File: src/hw/fpaa_pkg.sv
/*
 * Shared constants and number formats of the float adder/accumulator.
 * Assumes a SystemVerilog compiler; imported by every design file.
 */
`default_nettype none

package fpaa_pkg;

    // ****************************************
    // Number formats
    // ****************************************
    typedef enum {
        half_narrow_exp_format,
        half_wide_exp_format,
        wide24_format
    } fpaa_format_t;

    localparam int unsigned FPAA_W_HALF   = 16;
    localparam int unsigned FPAA_W_WIDE   = 24;
    localparam int unsigned FPAA_E_NARROW = 5;
    localparam int unsigned FPAA_E_WIDE   = 8;

    // Guard bits kept below the fraction while aligning.
    localparam int unsigned FPAA_GUARD = 3;

    // ****************************************
    // Configuration limits and settings
    // ****************************************
    localparam int unsigned FPAA_MAX_STAGES = 5;
    localparam int unsigned FPAA_BUF_DEPTH  = 2;
    localparam logic        FPAA_OP_ADD     = 1'b0;
    localparam logic        FPAA_OP_SUB     = 1'b1;
    localparam logic        FPAA_TIE_HIGH   = 1'b1;

    // Word width of a format.
    function automatic int unsigned fpaa_width(fpaa_format_t f);
        return (f == wide24_format) ? FPAA_W_WIDE : FPAA_W_HALF;
    endfunction

    // Exponent width of a format.
    function automatic int unsigned fpaa_exp(fpaa_format_t f);
        return (f == half_narrow_exp_format) ? FPAA_E_NARROW
                                             : FPAA_E_WIDE;
    endfunction

endpackage

`default_nettype wire

File: src/hw/fpaa_fp_add.sv
/*
 * Combinational floating-point adder for sign, exponent, fraction words.
 * Assumes operands without infinities or NaNs; a subnormal larger operand gives zero, a subnormal smaller one adds its fraction without a hidden bit.
 */
`timescale 1ns/100ps
`default_nettype none

module fpaa_fp_add #(
    parameter int unsigned W = 16,
    parameter int unsigned E = 5
) (
    // Operands and operation
    input  wire logic [W-1:0] a_i,
    input  wire logic [W-1:0] b_i,
    input  wire logic         sub_i,
    // Result
    output logic      [W-1:0] sum_o
);
    import fpaa_pkg::*;

    localparam int unsigned M  = W - 1 - E;
    localparam int unsigned SW = M + 2 + FPAA_GUARD;
    localparam logic [E-1:0] EMAX = '1;

    // ****************************************
    // Order operands by magnitude
    // ****************************************
    wire logic         sgn_b   = b_i[W-1] ^ sub_i;
    wire logic         a_ge    = a_i[W-2:0] >= b_i[W-2:0];
    wire logic [W-1:0] big     = a_ge ? a_i : b_i;
    wire logic [W-1:0] sml     = a_ge ? b_i : a_i;
    wire logic         sgn_big = a_ge ? a_i[W-1] : sgn_b;
    wire logic         sgn_sml = a_ge ? sgn_b : a_i[W-1];
    wire logic [E-1:0] e_big   = big[W-2:M];
    wire logic [E-1:0] e_sml   = sml[W-2:M];
    wire logic [E-1:0] e_diff  = e_big - e_sml;

    // ****************************************
    // Align and add
    // ****************************************
    wire logic [SW-1:0] m_big = {1'b0, e_big != '0, big[M-1:0],
                                 {FPAA_GUARD{1'b0}}};
    wire logic [SW-1:0] m_sml = {1'b0, e_sml != '0, sml[M-1:0],
                                 {FPAA_GUARD{1'b0}}};
    wire logic [SW-1:0] m_sh  = (e_diff >= E'(SW)) ? '0 : m_sml >> e_diff;
    wire logic          eff_sub = sgn_big ^ sgn_sml;
    wire logic [SW-1:0] s_raw = eff_sub ? m_big - m_sh : m_big + m_sh;

    // ****************************************
    // Normalise
    // ****************************************
    int          lz;
    int          ex;
    logic [SW-1:0] norm;

    always_comb begin
        lz = SW;
        for (int i = 0; i < SW; i++) begin
            if (s_raw[i]) begin
                lz = SW - 1 - i;
            end
        end
        norm = s_raw << lz;
        ex   = int'(e_big) + 1 - lz;
    end

    // Underflow and zero flush to +0, overflow saturates to infinity.
    wire logic is_zero = (s_raw == '0) || (ex <= 0) || (e_big == '0);
    wire logic is_inf  = ex >= int'(EMAX);

    assign sum_o = is_zero ? '0
                 : is_inf  ? {sgn_big, EMAX, {M{1'b0}}}
                 : {sgn_big, E'(ex), norm[SW-2 -: M]};

endmodule // fpaa_fp_add

`default_nettype wire

File: src/hw/fpaa_buf2.sv
/*
 * Two-entry first-in first-out buffer with valid/ready on both sides.
 * Assumes one clock and a synchronous active-high reset.
 */
`timescale 1ns/100ps
`default_nettype none

module fpaa_buf2 #(
    parameter int unsigned W = 16
) (
    // Clock and reset
    input  wire logic         clk_sys_i,
    input  wire logic         srst_i,
    // Filling side
    input  wire logic [W-1:0] in_data_i,
    input  wire logic         in_valid_i,
    output logic              in_ready_o,
    // Draining side
    output logic      [W-1:0] out_data_o,
    output logic              out_valid_o,
    input  wire logic         out_ready_i
);
    import fpaa_pkg::*;

    logic [W-1:0] mem_q [FPAA_BUF_DEPTH];
    logic         wr_ptr_q;
    logic         rd_ptr_q;
    logic [1:0]   cnt_q;

    wire logic push = in_valid_i & in_ready_o;
    wire logic pop  = out_valid_o & out_ready_i;

    assign in_ready_o  = cnt_q != 2'(FPAA_BUF_DEPTH);
    assign out_valid_o = cnt_q != 2'h0;
    assign out_data_o  = mem_q[rd_ptr_q];

    always_ff @(posedge clk_sys_i) begin
        if (push) begin
            mem_q[wr_ptr_q] <= in_data_i;
        end
    end

    always_ff @(posedge clk_sys_i) begin
        if (srst_i) begin
            wr_ptr_q <= 1'b0;
            rd_ptr_q <= 1'b0;
            cnt_q    <= 2'h0;
        end else begin
            wr_ptr_q <= wr_ptr_q ^ push;
            rd_ptr_q <= rd_ptr_q ^ pop;
            cnt_q    <= cnt_q + 2'(push) - 2'(pop);
        end
    end

endmodule // fpaa_buf2

`default_nettype wire

File: src/hw/fpaa_top.sv
/*
 * Floating-point adder/subtractor with optional accumulation, optional
 * input registers, zero to five pipeline stages and an output buffer.
 * Assumes operands synchronous to clk_sys_i and a receiver that may
 * stall through result_ready_i.
 */
`timescale 1ns/100ps
`default_nettype none

module fpaa_top
    import fpaa_pkg::*;
#(
    parameter fpaa_pkg::fpaa_format_t FORMAT =
        fpaa_pkg::half_narrow_exp_format,
    parameter logic        SUBTRACT       = fpaa_pkg::FPAA_OP_ADD,
    parameter logic        ACCUM_EN       = 1'b0,
    parameter logic        IN_REG_EN      = 1'b0,
    parameter logic        HIDE_IN_CTRL   = 1'b0,
    parameter int unsigned PIPE_STAGES    = 0,
    parameter logic        HIDE_PIPE_CTRL = 1'b0
) (
    // Clock and reset
    input  wire logic clk_sys_i,
    input  wire logic srst_i,
    // Operands
    input  wire logic [fpaa_pkg::fpaa_width(FORMAT)-1:0] opnd_a_i,
    input  wire logic [fpaa_pkg::fpaa_width(FORMAT)-1:0] opnd_b_i,
    input  wire logic in_valid_i,
    output logic      in_ready_o,
    input  wire logic restart_i,
    // Input register controls
    input  wire logic in_reg_a_ce_i,
    input  wire logic in_reg_b_ce_i,
    input  wire logic in_reg_rst_n_i,
    // Pipeline controls
    input  wire logic pipe_ce_i,
    input  wire logic pipe_rst_n_i,
    // Result
    output logic      [fpaa_pkg::fpaa_width(FORMAT)-1:0] result_o,
    output logic      result_valid_o,
    input  wire logic result_ready_i
);
    import fpaa_pkg::*;

    // ****************************************
    // Format
    // ****************************************
    // Word layout is sign, exponent, fraction from the top down.
    localparam int unsigned W = fpaa_width(FORMAT);
    localparam int unsigned E = fpaa_exp(FORMAT);
    // A stage count above the limit is clamped instead of wrapping.
    localparam int unsigned NS = (PIPE_STAGES > FPAA_MAX_STAGES)
                               ? FPAA_MAX_STAGES
                               : PIPE_STAGES;

    // ****************************************
    // Effective controls
    // ****************************************
    wire logic a_ce_eff;
    wire logic b_ce_eff;
    wire logic in_rst_n_eff;
    wire logic pipe_ce_eff;
    wire logic pipe_rst_n_eff;

    assign a_ce_eff     = HIDE_IN_CTRL ? FPAA_TIE_HIGH
                                       : in_reg_a_ce_i;
    assign b_ce_eff     = HIDE_IN_CTRL ? FPAA_TIE_HIGH
                                       : in_reg_b_ce_i;
    assign in_rst_n_eff = HIDE_IN_CTRL ? FPAA_TIE_HIGH
                                       : in_reg_rst_n_i;
    assign pipe_ce_eff    = HIDE_PIPE_CTRL ? FPAA_TIE_HIGH
                                           : pipe_ce_i;
    assign pipe_rst_n_eff = HIDE_PIPE_CTRL ? FPAA_TIE_HIGH
                                           : pipe_rst_n_i;

    // ****************************************
    // Handshake
    // ****************************************
    // The datapath moves only when the output buffer has room.
    // A refused pair waits at the inputs; nothing ahead of the output buffer moves either.
    wire logic buf_ready;
    wire logic adv;

    assign adv        = pipe_ce_eff & buf_ready;
    assign in_ready_o = adv;

    // ****************************************
    // Restart strobe
    // ****************************************
    // The restart strobe only counts when accumulating.
    wire logic restart_eff;

    assign restart_eff = ACCUM_EN & restart_i;

    // ****************************************
    // Input stage
    // ****************************************
    wire logic [W-1:0] stg_a;
    wire logic [W-1:0] stg_b;
    wire logic         stg_vld;
    wire logic         stg_load;

    generate
        if (IN_REG_EN) begin : g_in_reg
            logic [W-1:0] a_q;
            logic [W-1:0] b_q;
            logic         vld_q;
            logic         load_q;
            wire logic    in_clr;
            wire logic    a_load;
            wire logic    b_load;

            // The input-register reset wins over both operand enables.
            assign in_clr = srst_i | ~in_rst_n_eff;
            assign a_load = a_ce_eff & adv;
            assign b_load = b_ce_eff & adv;

            // Each operand keeps its own enable; control bits follow adv.
            always_ff @(posedge clk_sys_i) begin
                if (in_clr) begin
                    a_q <= '0;
                end else if (a_load) begin
                    a_q <= opnd_a_i;
                end
            end

            always_ff @(posedge clk_sys_i) begin
                if (in_clr) begin
                    b_q <= '0;
                end else if (b_load) begin
                    b_q <= opnd_b_i;
                end
            end

            always_ff @(posedge clk_sys_i) begin
                if (in_clr) begin
                    vld_q <= 1'b0;
                end else if (adv) begin
                    vld_q <= in_valid_i;
                end
            end

            always_ff @(posedge clk_sys_i) begin
                if (in_clr) begin
                    load_q <= 1'b0;
                end else if (adv) begin
                    load_q <= restart_eff;
                end
            end

            assign stg_a    = a_q;
            assign stg_b    = b_q;
            assign stg_vld  = vld_q;
            assign stg_load = load_q;
        end else begin : g_no_in_reg
            assign stg_a    = opnd_a_i;
            assign stg_b    = opnd_b_i;
            assign stg_vld  = in_valid_i;
            assign stg_load = restart_eff;
        end
    endgenerate

    // ****************************************
    // Operand adder
    // ****************************************
    wire logic [W-1:0] op_sum;

    fpaa_fp_add #(
        .W (W),
        .E (E)
    ) u_op_add (
        .a_i   (stg_a),
        .b_i   (stg_b),
        .sub_i (SUBTRACT),
        .sum_o (op_sum)
    );

    // ****************************************
    // Pipeline stages
    // ****************************************
    logic [W-1:0] pl_data [NS+1];
    logic         pl_vld  [NS+1];
    logic         pl_load [NS+1];

    assign pl_data[0] = op_sum;
    assign pl_vld[0]  = stg_vld;
    assign pl_load[0] = stg_load;

    // Pipeline reset wins over the pipeline enable, here and below.
    wire logic pipe_clr;

    assign pipe_clr = srst_i | ~pipe_rst_n_eff;

    generate
        for (genvar i = 0; i < NS; i++) begin : g_pipe
            // Data word of the stage.
            always_ff @(posedge clk_sys_i) begin
                if (pipe_clr) begin
                    pl_data[i+1] <= '0;
                end else if (adv) begin
                    pl_data[i+1] <= pl_data[i];
                end
            end

            // Valid and restart bits travel beside their word.
            always_ff @(posedge clk_sys_i) begin
                if (pipe_clr) begin
                    pl_vld[i+1]  <= 1'b0;
                    pl_load[i+1] <= 1'b0;
                end else if (adv) begin
                    pl_vld[i+1]  <= pl_vld[i];
                    pl_load[i+1] <= pl_load[i];
                end
            end
        end
    endgenerate

    wire logic [W-1:0] last_data;
    wire logic         last_vld;
    wire logic         last_load;

    assign last_data = pl_data[NS];
    assign last_vld  = pl_vld[NS];
    assign last_load = pl_load[NS];

    // ****************************************
    // Accumulator
    // ****************************************
    logic      [W-1:0] acc_q;
    wire logic [W-1:0] acc_sum;
    wire logic [W-1:0] out_word;
    wire logic         push;

    fpaa_fp_add #(
        .W (W),
        .E (E)
    ) u_acc_add (
        .a_i   (acc_q),
        .b_i   (last_data),
        .sub_i (FPAA_OP_ADD),
        .sum_o (acc_sum)
    );

    // Restart discards the old total; otherwise the new value is added.
    assign out_word = !ACCUM_EN  ? last_data
                    : last_load ? last_data
                    : acc_sum;

    assign push = last_vld & adv;

    // The total is updated only as its word enters the buffer.
    wire logic acc_load;

    assign acc_load = ACCUM_EN & push;

    always_ff @(posedge clk_sys_i) begin
        if (pipe_clr) begin
            acc_q <= '0;
        end else if (acc_load) begin
            acc_q <= out_word;
        end
    end

    // ****************************************
    // Output buffer
    // ****************************************
    // A stalled receiver backs up into the pipeline; no word is lost.
    fpaa_buf2 #(
        .W (W)
    ) u_out_buf (
        .clk_sys_i   (clk_sys_i),
        .srst_i      (srst_i),
        .in_data_i   (out_word),
        .in_valid_i  (push),
        .in_ready_o  (buf_ready),
        .out_data_o  (result_o),
        .out_valid_o (result_valid_o),
        .out_ready_i (result_ready_i)
    );

endmodule // fpaa_top

`default_nettype wire

File: config.mk
export PLATFORM = sky130hd
export DESIGN_NAME = fpaa_top
export DESIGN_NICKNAME = d
export VERILOG_FILES = /design/src/hw/fpaa_pkg.sv /design/src/hw/fpaa_fp_add.sv /design/src/hw/fpaa_buf2.sv /design/src/hw/fpaa_top.sv
export SDC_FILE = /design/constraint.sdc
export NUM_CORES = 1
export LEC_CHECK = 0
export ABC_AREA = 1
export BUFFER_PORTS_ARGS = -buffer_cell sky130_fd_sc_hd__buf_2
export CORE_MARGIN = 4
export CORE_UTILIZATION = 49
export CTS_CLUSTER_DIAMETER = 40
export CTS_CLUSTER_SIZE = 25
export DETAILED_ROUTE_END_ITERATION = 10
export GPL_TIMING_DRIVEN = 0
export PLACE_DENSITY = 0.64
export SETUP_SLACK_MARGIN = 0.02
export SYNTH_ARGS = -nofsm -noshare
export SYNTH_HDL_FRONTEND = slang
export SYNTH_SLANG_ARGS = --single-unit
File: constraint.sdc
create_clock -name clk_sys_i -period 11.69 [get_ports clk_sys_i]
set_input_delay 0 -clock clk_sys_i [delete_from_list [all_inputs] [get_ports clk_sys_i]]
set_output_delay 0 -clock clk_sys_i [all_outputs]
set_load 0.005 [all_outputs]
=== Word level (Yosys, flattened, before mapping) ===
Memories as Yosys holds them, arrays and structs flattened. A register that Yosys moved wholly into a read port is not among the register bits.
Cells that the tools add are included.

* Logic and storage cells: 58
* Output and inout bits: 18
* Memories kept: 1
* Memory bits (writable): 32
* Register bits: 4
* Input bits: 42

{| class="wikitable"
|+ Memory list
! name !! depth !! bits a word !! read ports !! clocked after Yosys merged registers in !! wr ports !! line !! RTL
|-
| u_out_buf.mem_q || 2 || 16 || 1 || 1 || 1 || fpaa_buf2.sv:25 || <nowiki>logic [W-1:0] mem_q [FPAA_BUF_DEPTH];</nowiki>
|}

* Shifts and indexed selects: 2
* Reductions and logical operators: 7
* Equal/unequal tests: 1
* Bitwise logic cells: 7
* Muxes and demuxes: 26
* Add/subtract/negate cells: 7
* $lt $le $gt $ge: 4

{| class="wikitable"
|+ Operators by type and width
! operator !! number
|-
| $mux 15 || 5
|-
| $ge 32x6->1 const B || 1
|-
| $le 32x1->1 const B || 1
|-
| $mux 4 || 8
|-
| $sub 32x5->32 || 1
|-
| $mux 16 || 1
|-
| $add 14x15->15 || 1
|-
| $ge 15x15->1 || 1
|-
| $logic_not 15->1 || 1
|-
| $shl 15x4->14 || 1
|-
| $shr 14x5->15 || 1
|-
| $sub 14x15->15 || 1
|-
| $mux 3 || 4
|-
| $reduce_bool 5->1 || 2
|-
| $add 5x1->6 const B || 1
|-
| $mux 1 || 6
|-
| $ge 5x4->1 const B || 1
|-
| $logic_not 5->1 || 1
|-
| $sub 5x5->5 || 1
|-
| $and 1x1->1 || 4
|-
| $mux 2 || 2
|-
| $xor 1x1->1 || 3
|-
| $add 2x1->2 || 1
|-
| $logic_or 1x1->1 || 2
|-
| other kinds (3) || 3
|}

=== Longest topological paths before layout ===
* Depth in word-level cells: 27
* Gate-level depth with buffers: 61

=== Cells and area by module ===
Synthesis repeated with hierarchy kept, for this count alone.

* Cells, all modules: 882
* Area, all modules: 5554.1 um^2

{| class="wikitable"
|+ Modules (own cells, without submodules)
! module !! cells an instance !! area each (um^2) !! instances
|-
| fpaa_fp_add || 793 || 4095.2 || 1
|-
| fpaa_buf2 || 84 || 1437.6 || 1
|-
| fpaa_top || 5 || 21.3 || 1
|}

=== Worst setup path before layout ===
No wires, ideal clock.

* Kind: input port to flip-flop
* From: input opnd_b_i[13] (netlist bit)
* To: memory u_out_buf.mem_q[0][2] (data pin)
* Data arrival time: 6.814 ns
* Buffers on the path: 3
* Stages: 55
* Setup slack: 4.719 ns
* Required time: 11.533 ns
* Cells stage by stage: inv_1 ha_1 nand2_1 inv_1 a21oi_1 o21ai_1 nor2_1 buf_4 nand3_1 nand2_1 nand2_2 ha_1 inv_1 nand3_1 nand2_4 clkbuf_1 a21oi_1 nor3_1 [19 not listed] nand2_1 buf_2 ha_1 inv_1 nor2_1 nor2_1 nor2_1 nor3_1 ha_1 nand3_1 inv_1 a31oi_1 nand2_4 nor2_4 nand2_4 inv_2 nand2_1 a21oi_1

* Cells in the longest elaborated chain, start to end: 27
* Elaborated cells between the ends (all ways): 41
* Those cells by class: add/sub: 5; order compare: 4; shift: 2; mux: 23; bitwise: 1; reduce/logical: 6

{| class="wikitable"
|+ RTL lines
! item !! line !! RTL
|-
| start: declaration || fpaa_top.sv:27 || <nowiki>input wire logic [fpaa_pkg::fpaa_width(FORMAT)-1:0] opnd_b_i,</nowiki>
|-
| $ge 15x15->1 || fpaa_fp_add.sv:29 || <nowiki>wire logic a_ge = a_i[W-2:0] >= b_i[W-2:0];</nowiki>
|-
| $mux 15, on equally long branches || fpaa_fp_add.sv:30, fpaa_fp_add.sv:31 ||
|-
| $sub 5x5->5 or $reduce_bool 5->1 (tied branches) || fpaa_fp_add.sv:36, fpaa_fp_add.sv:43 ||
|-
| $shr 14x5->15 or $ge 5x4->1 (tied branches) || fpaa_fp_add.sv:45 || <nowiki>wire logic [SW-1:0] m_sh = (e_diff >= E'(SW)) ? '0 : m_sml >> e_diff;</nowiki>
|-
| $mux 15 || fpaa_fp_add.sv:45 ||
|-
| $add 14x15->15 or $sub 14x15->15 (tied branches) || fpaa_fp_add.sv:47 || <nowiki>wire logic [SW-1:0] s_raw = eff_sub ? m_big - m_sh : m_big + m_sh;</nowiki>
|-
| $mux 15 || fpaa_fp_add.sv:47 ||
|-
| $mux 1 || fpaa_fp_add.sv:59 || <nowiki>if (s_raw[i]) begin</nowiki>
|-
| $mux 2 (2 in a row) || fpaa_fp_add.sv:59 ||
|-
| $mux 3 (4 in a row) || fpaa_fp_add.sv:59 ||
|-
| $mux 4 (8 in a row) || fpaa_fp_add.sv:59 ||
|-
| $sub 32x5->32 || fpaa_fp_add.sv:64 || <nowiki>ex = int'(e_big) + 1 - lz;</nowiki>
|-
| $le 32x1->1 || fpaa_fp_add.sv:68 || <nowiki>wire logic is_zero = (s_raw == '0) || (ex <= 0) || (e_big == '0);</nowiki>
|-
| $logic_or 1x1->1 (2 in a row) || fpaa_fp_add.sv:68 ||
|-
| $mux 16 (*) || fpaa_fp_add.sv:71 || <nowiki>assign sum_o = is_zero ? '0</nowiki>
|-
| named net last_data[2] || fpaa_top.sv:218 || <nowiki>wire logic [W-1:0] last_data;</nowiki>
|-
| end: declaration || fpaa_buf2.sv:25 ||
|}

The timed path passes the listed nets; every way through them passes the cells marked *.

=== Worst setup path after layout ===
Ends and elaborated chain as after synthesis.

==> reports/qor.txt <==
Hold Path Sink: u_out_buf.rd_ptr_q
Grt total ovfl: 0
Row count: 38
R2r worst-path depth: 4
Die height: 114 um
CP Capture Type: flop
Total Nets Final: 1062
Drt pass-1 iters: 5
GR Layer Usage met1: 26.9%
Worst Path Required: 11.80 ns
CTS clk-pin slew, worst paths: 0.05 ns
Cells after Synth: 905
Total die area: 0.0130 mm^2
Met3 usage: 1.64%
Top cells by count, synth: nand2_1, inv_1, nand3_1
Power per cell area: 191 mW/mm^2
Maximum count of clock buffers along a single path: 2
Final WL: 14000 um
Core area: 0.0109 mm^2
Syn avg cell area: 6.10 um^2
DRC viols: 0
Final instance area: 0.00612 mm^2
Register area share after synthesis: 18.9%
DR WL/cell: 12.7 um
Gp weighted congestion: 0.911
Largest net degree at the start of global routing: 17
EDFF count, synth: 32
Final setup TNS: 0 ns
RR Endpoint: u_out_buf.mem_q[0][6]
Inst Count DP: 1099
Pre-CTS setup slack: 3.45 ns
Netlist cell types: 46
Num ports: 60
CP arrival: 8.21 ns
Max-cap viol count: 0
Gr busiest metal: met2
HPWL after detailed placement: 11800 um
Diode count: 0
Leakage: 3.36 nW
#FFs+latches synth: 36
Most frequent CP cell: nand2_1
Worst Min Path Start: result_ready_i
Syn_nets: 1000
DRT antenna net count: 0
Final hold vios: 0
Fin util: 55.9%
Post-synth top area cell: nand2_1
H-Tree Depth: 2
First-pass GRT wire length: 24000 um
Vias: 5708
Reg2reg start: u_out_buf.cnt_q[0]
Critical path type: input pin to flop
RSZ-0062 raised after global routing: no
Top post-synthesis cells by area: nand2_1, edfxtp_1, ha_1
Die X: 114 um
Initial drt markers: 387
Startpoint types: input pin
Worst Skew: 0.00721 ns
Initial Utilization: 50.5%
Cell area after placement: 0.00597 mm^2
Final WS setup: 3.59 ns
CTS tree: done
Cell with the most instances after synthesis: nand2_1
All-Layer GR Usage: 22.1%
Worst hold path type: input pin to flop
Vias in the first global route: 5374
Clock Sinks: 36
DR vias/cell: 5.15
Share of cells above drive strength 1: 15.4%
Critical path's slowest cell: fa_1
Slew Limit Fails: 0
Ys async rst share: 0%
R2R Setup Slk: 9.90 ns
Grt met2 use: 40.4%
Max IR drop VDD: 0.142 mV
Max_slew headroom: 52.2%
Clock root buffer: clkbuf_16
Tightest Pin Transition: 0.717 ns
Mapped Area: 0.00552 mm^2
Clock latency on the worst-skew pair: 0.28 ns
Crit-path max cell delay: 0.37 ns
Finish-stage setup viols: 0
Buffers on Ports: 54
Ys flop type: edfxtp_1
WHS Path Cells: 4
Total CTS buffers: 5
Status: finished clean
Synth warn: 0
Crit share post-route: 69.3%
Fin crit period: 8.10 ns
Finished Layout Cells: 1108
Post-synth top area share: 21.4%
Synth-to-Final Area Change: 10.8%
Worst-path fanout max: 10
Initial antenna violation count: 0
Max frequency: 0.123 GHz
-- what timing repair did --
item,4_1_cts,5_1_grt
hold buffers,1,0
endpoints found under the hold margin,4,0
setup endpoints to repair,0,0
buffers inserted,0,0
resized for setup,0,0
-- worst max-delay path: cells and delay by family --
family                   cells  cell delay (ns)
AO/OA/AOI/OAI               11             1.76
XOR/XNOR                     1             0.14
adder cells (fa/ha/maj)      6             1.81
buffers and inverters       13             1.44
AND/OR/NAND/NOR             25             3.08
-- registers in the layout, indices dropped and copies added (netlist names) --
register,flops
u_out_buf.rd_ptr_q,1
u_out_buf.cnt_q,2
u_out_buf.wr_ptr_q,1
u_out_buf.mem_q,32
-- power breakdown --
part / internal, mW / switching (mW)
Combinational: 0.292 / 0.550
Clock: 0.0781 / 0.0478
Sequential: 0.195 / 0.00713
-- kinds of logic after synthesis --
family	count (synthesis)	synth area share, %
and+or+nand+nor	559	46.0
buffers and inverters	154	11.9
AOI/OAI and AO/OA	90	8.95
adders and majority gates	53	12.3
DFF	36	18.9
xor gates and xnor gates	13	2.06
-- per-layer routing --
layer | up-vias | part of all wire [%]
met4 | 0 | 2.8
met1 | 2531 | 45
li1 | 3035 | -
met2 | 123 | 49
met3 | 19 | 3.2
met5 | - | 0
-- per-stage QoR --
stage / hold slack, ns / total power, mW
2_1_floorplan: 0.0667 / 0.846
3_3_place_gp: 0.212 / 1.03
3_5_place_dp: 0.220 / 1.04
4_1_cts: 0.0382 / 1.17
5_1_grt: 0.0706 / 1.30
6_report: 0.0380 / 1.17
-- worst max-delay path by stage --
stage,slack (ns),startpoint,endpoint,cells past startpoint
floorplan,4.72,opnd_b_i[13],u_out_buf.mem_q[0][2],55
global placement,3.56,opnd_b_i[13],u_out_buf.mem_q[0][9],56
detailed placement,3.45,opnd_b_i[12],u_out_buf.mem_q[0][2],56
CTS,3.71,opnd_b_i[12],u_out_buf.mem_q[0][2],56
global route,2.81,opnd_b_i[13],u_out_buf.mem_q[0][2],56
finish,3.59,opnd_b_i[13],u_out_buf.mem_q[0][2],56
-- final cells by class --
type | count | area (um^2)
inverters | 129 | 487
well taps | 140 | 175
fillers | 1141 | 4820
repair buffers | 55 | 280
plain buffers | 25 | 168
flip-flops and latches | 36 | 1040
clock inverters | 2 | 11.3
clock buffers | 6 | 129
multi-input cells | 715 | 3830
-- placed cells by master, fill, tap and decap left out, drive strengths merged, types with 2 or more instances in the layout --
cell type / count
nor3: 8
nor2: 56
nand3b: 4
o21ai: 34
clkinv: 3
nand4: 7
o211ai: 2
inv: 127
nor4: 2
a21oi: 40
edfxtp: 32
ha: 51
a211oi: 2
dfxtp: 4
or2: 5
a31oi: 3
buf: 73
o21bai: 3
xnor2: 4
xor2: 9
nand3: 121
fa: 2
and2: 2
nand2: 353
clkbuf: 12
No activity file was read; power rests on OpenSTA's default activity.
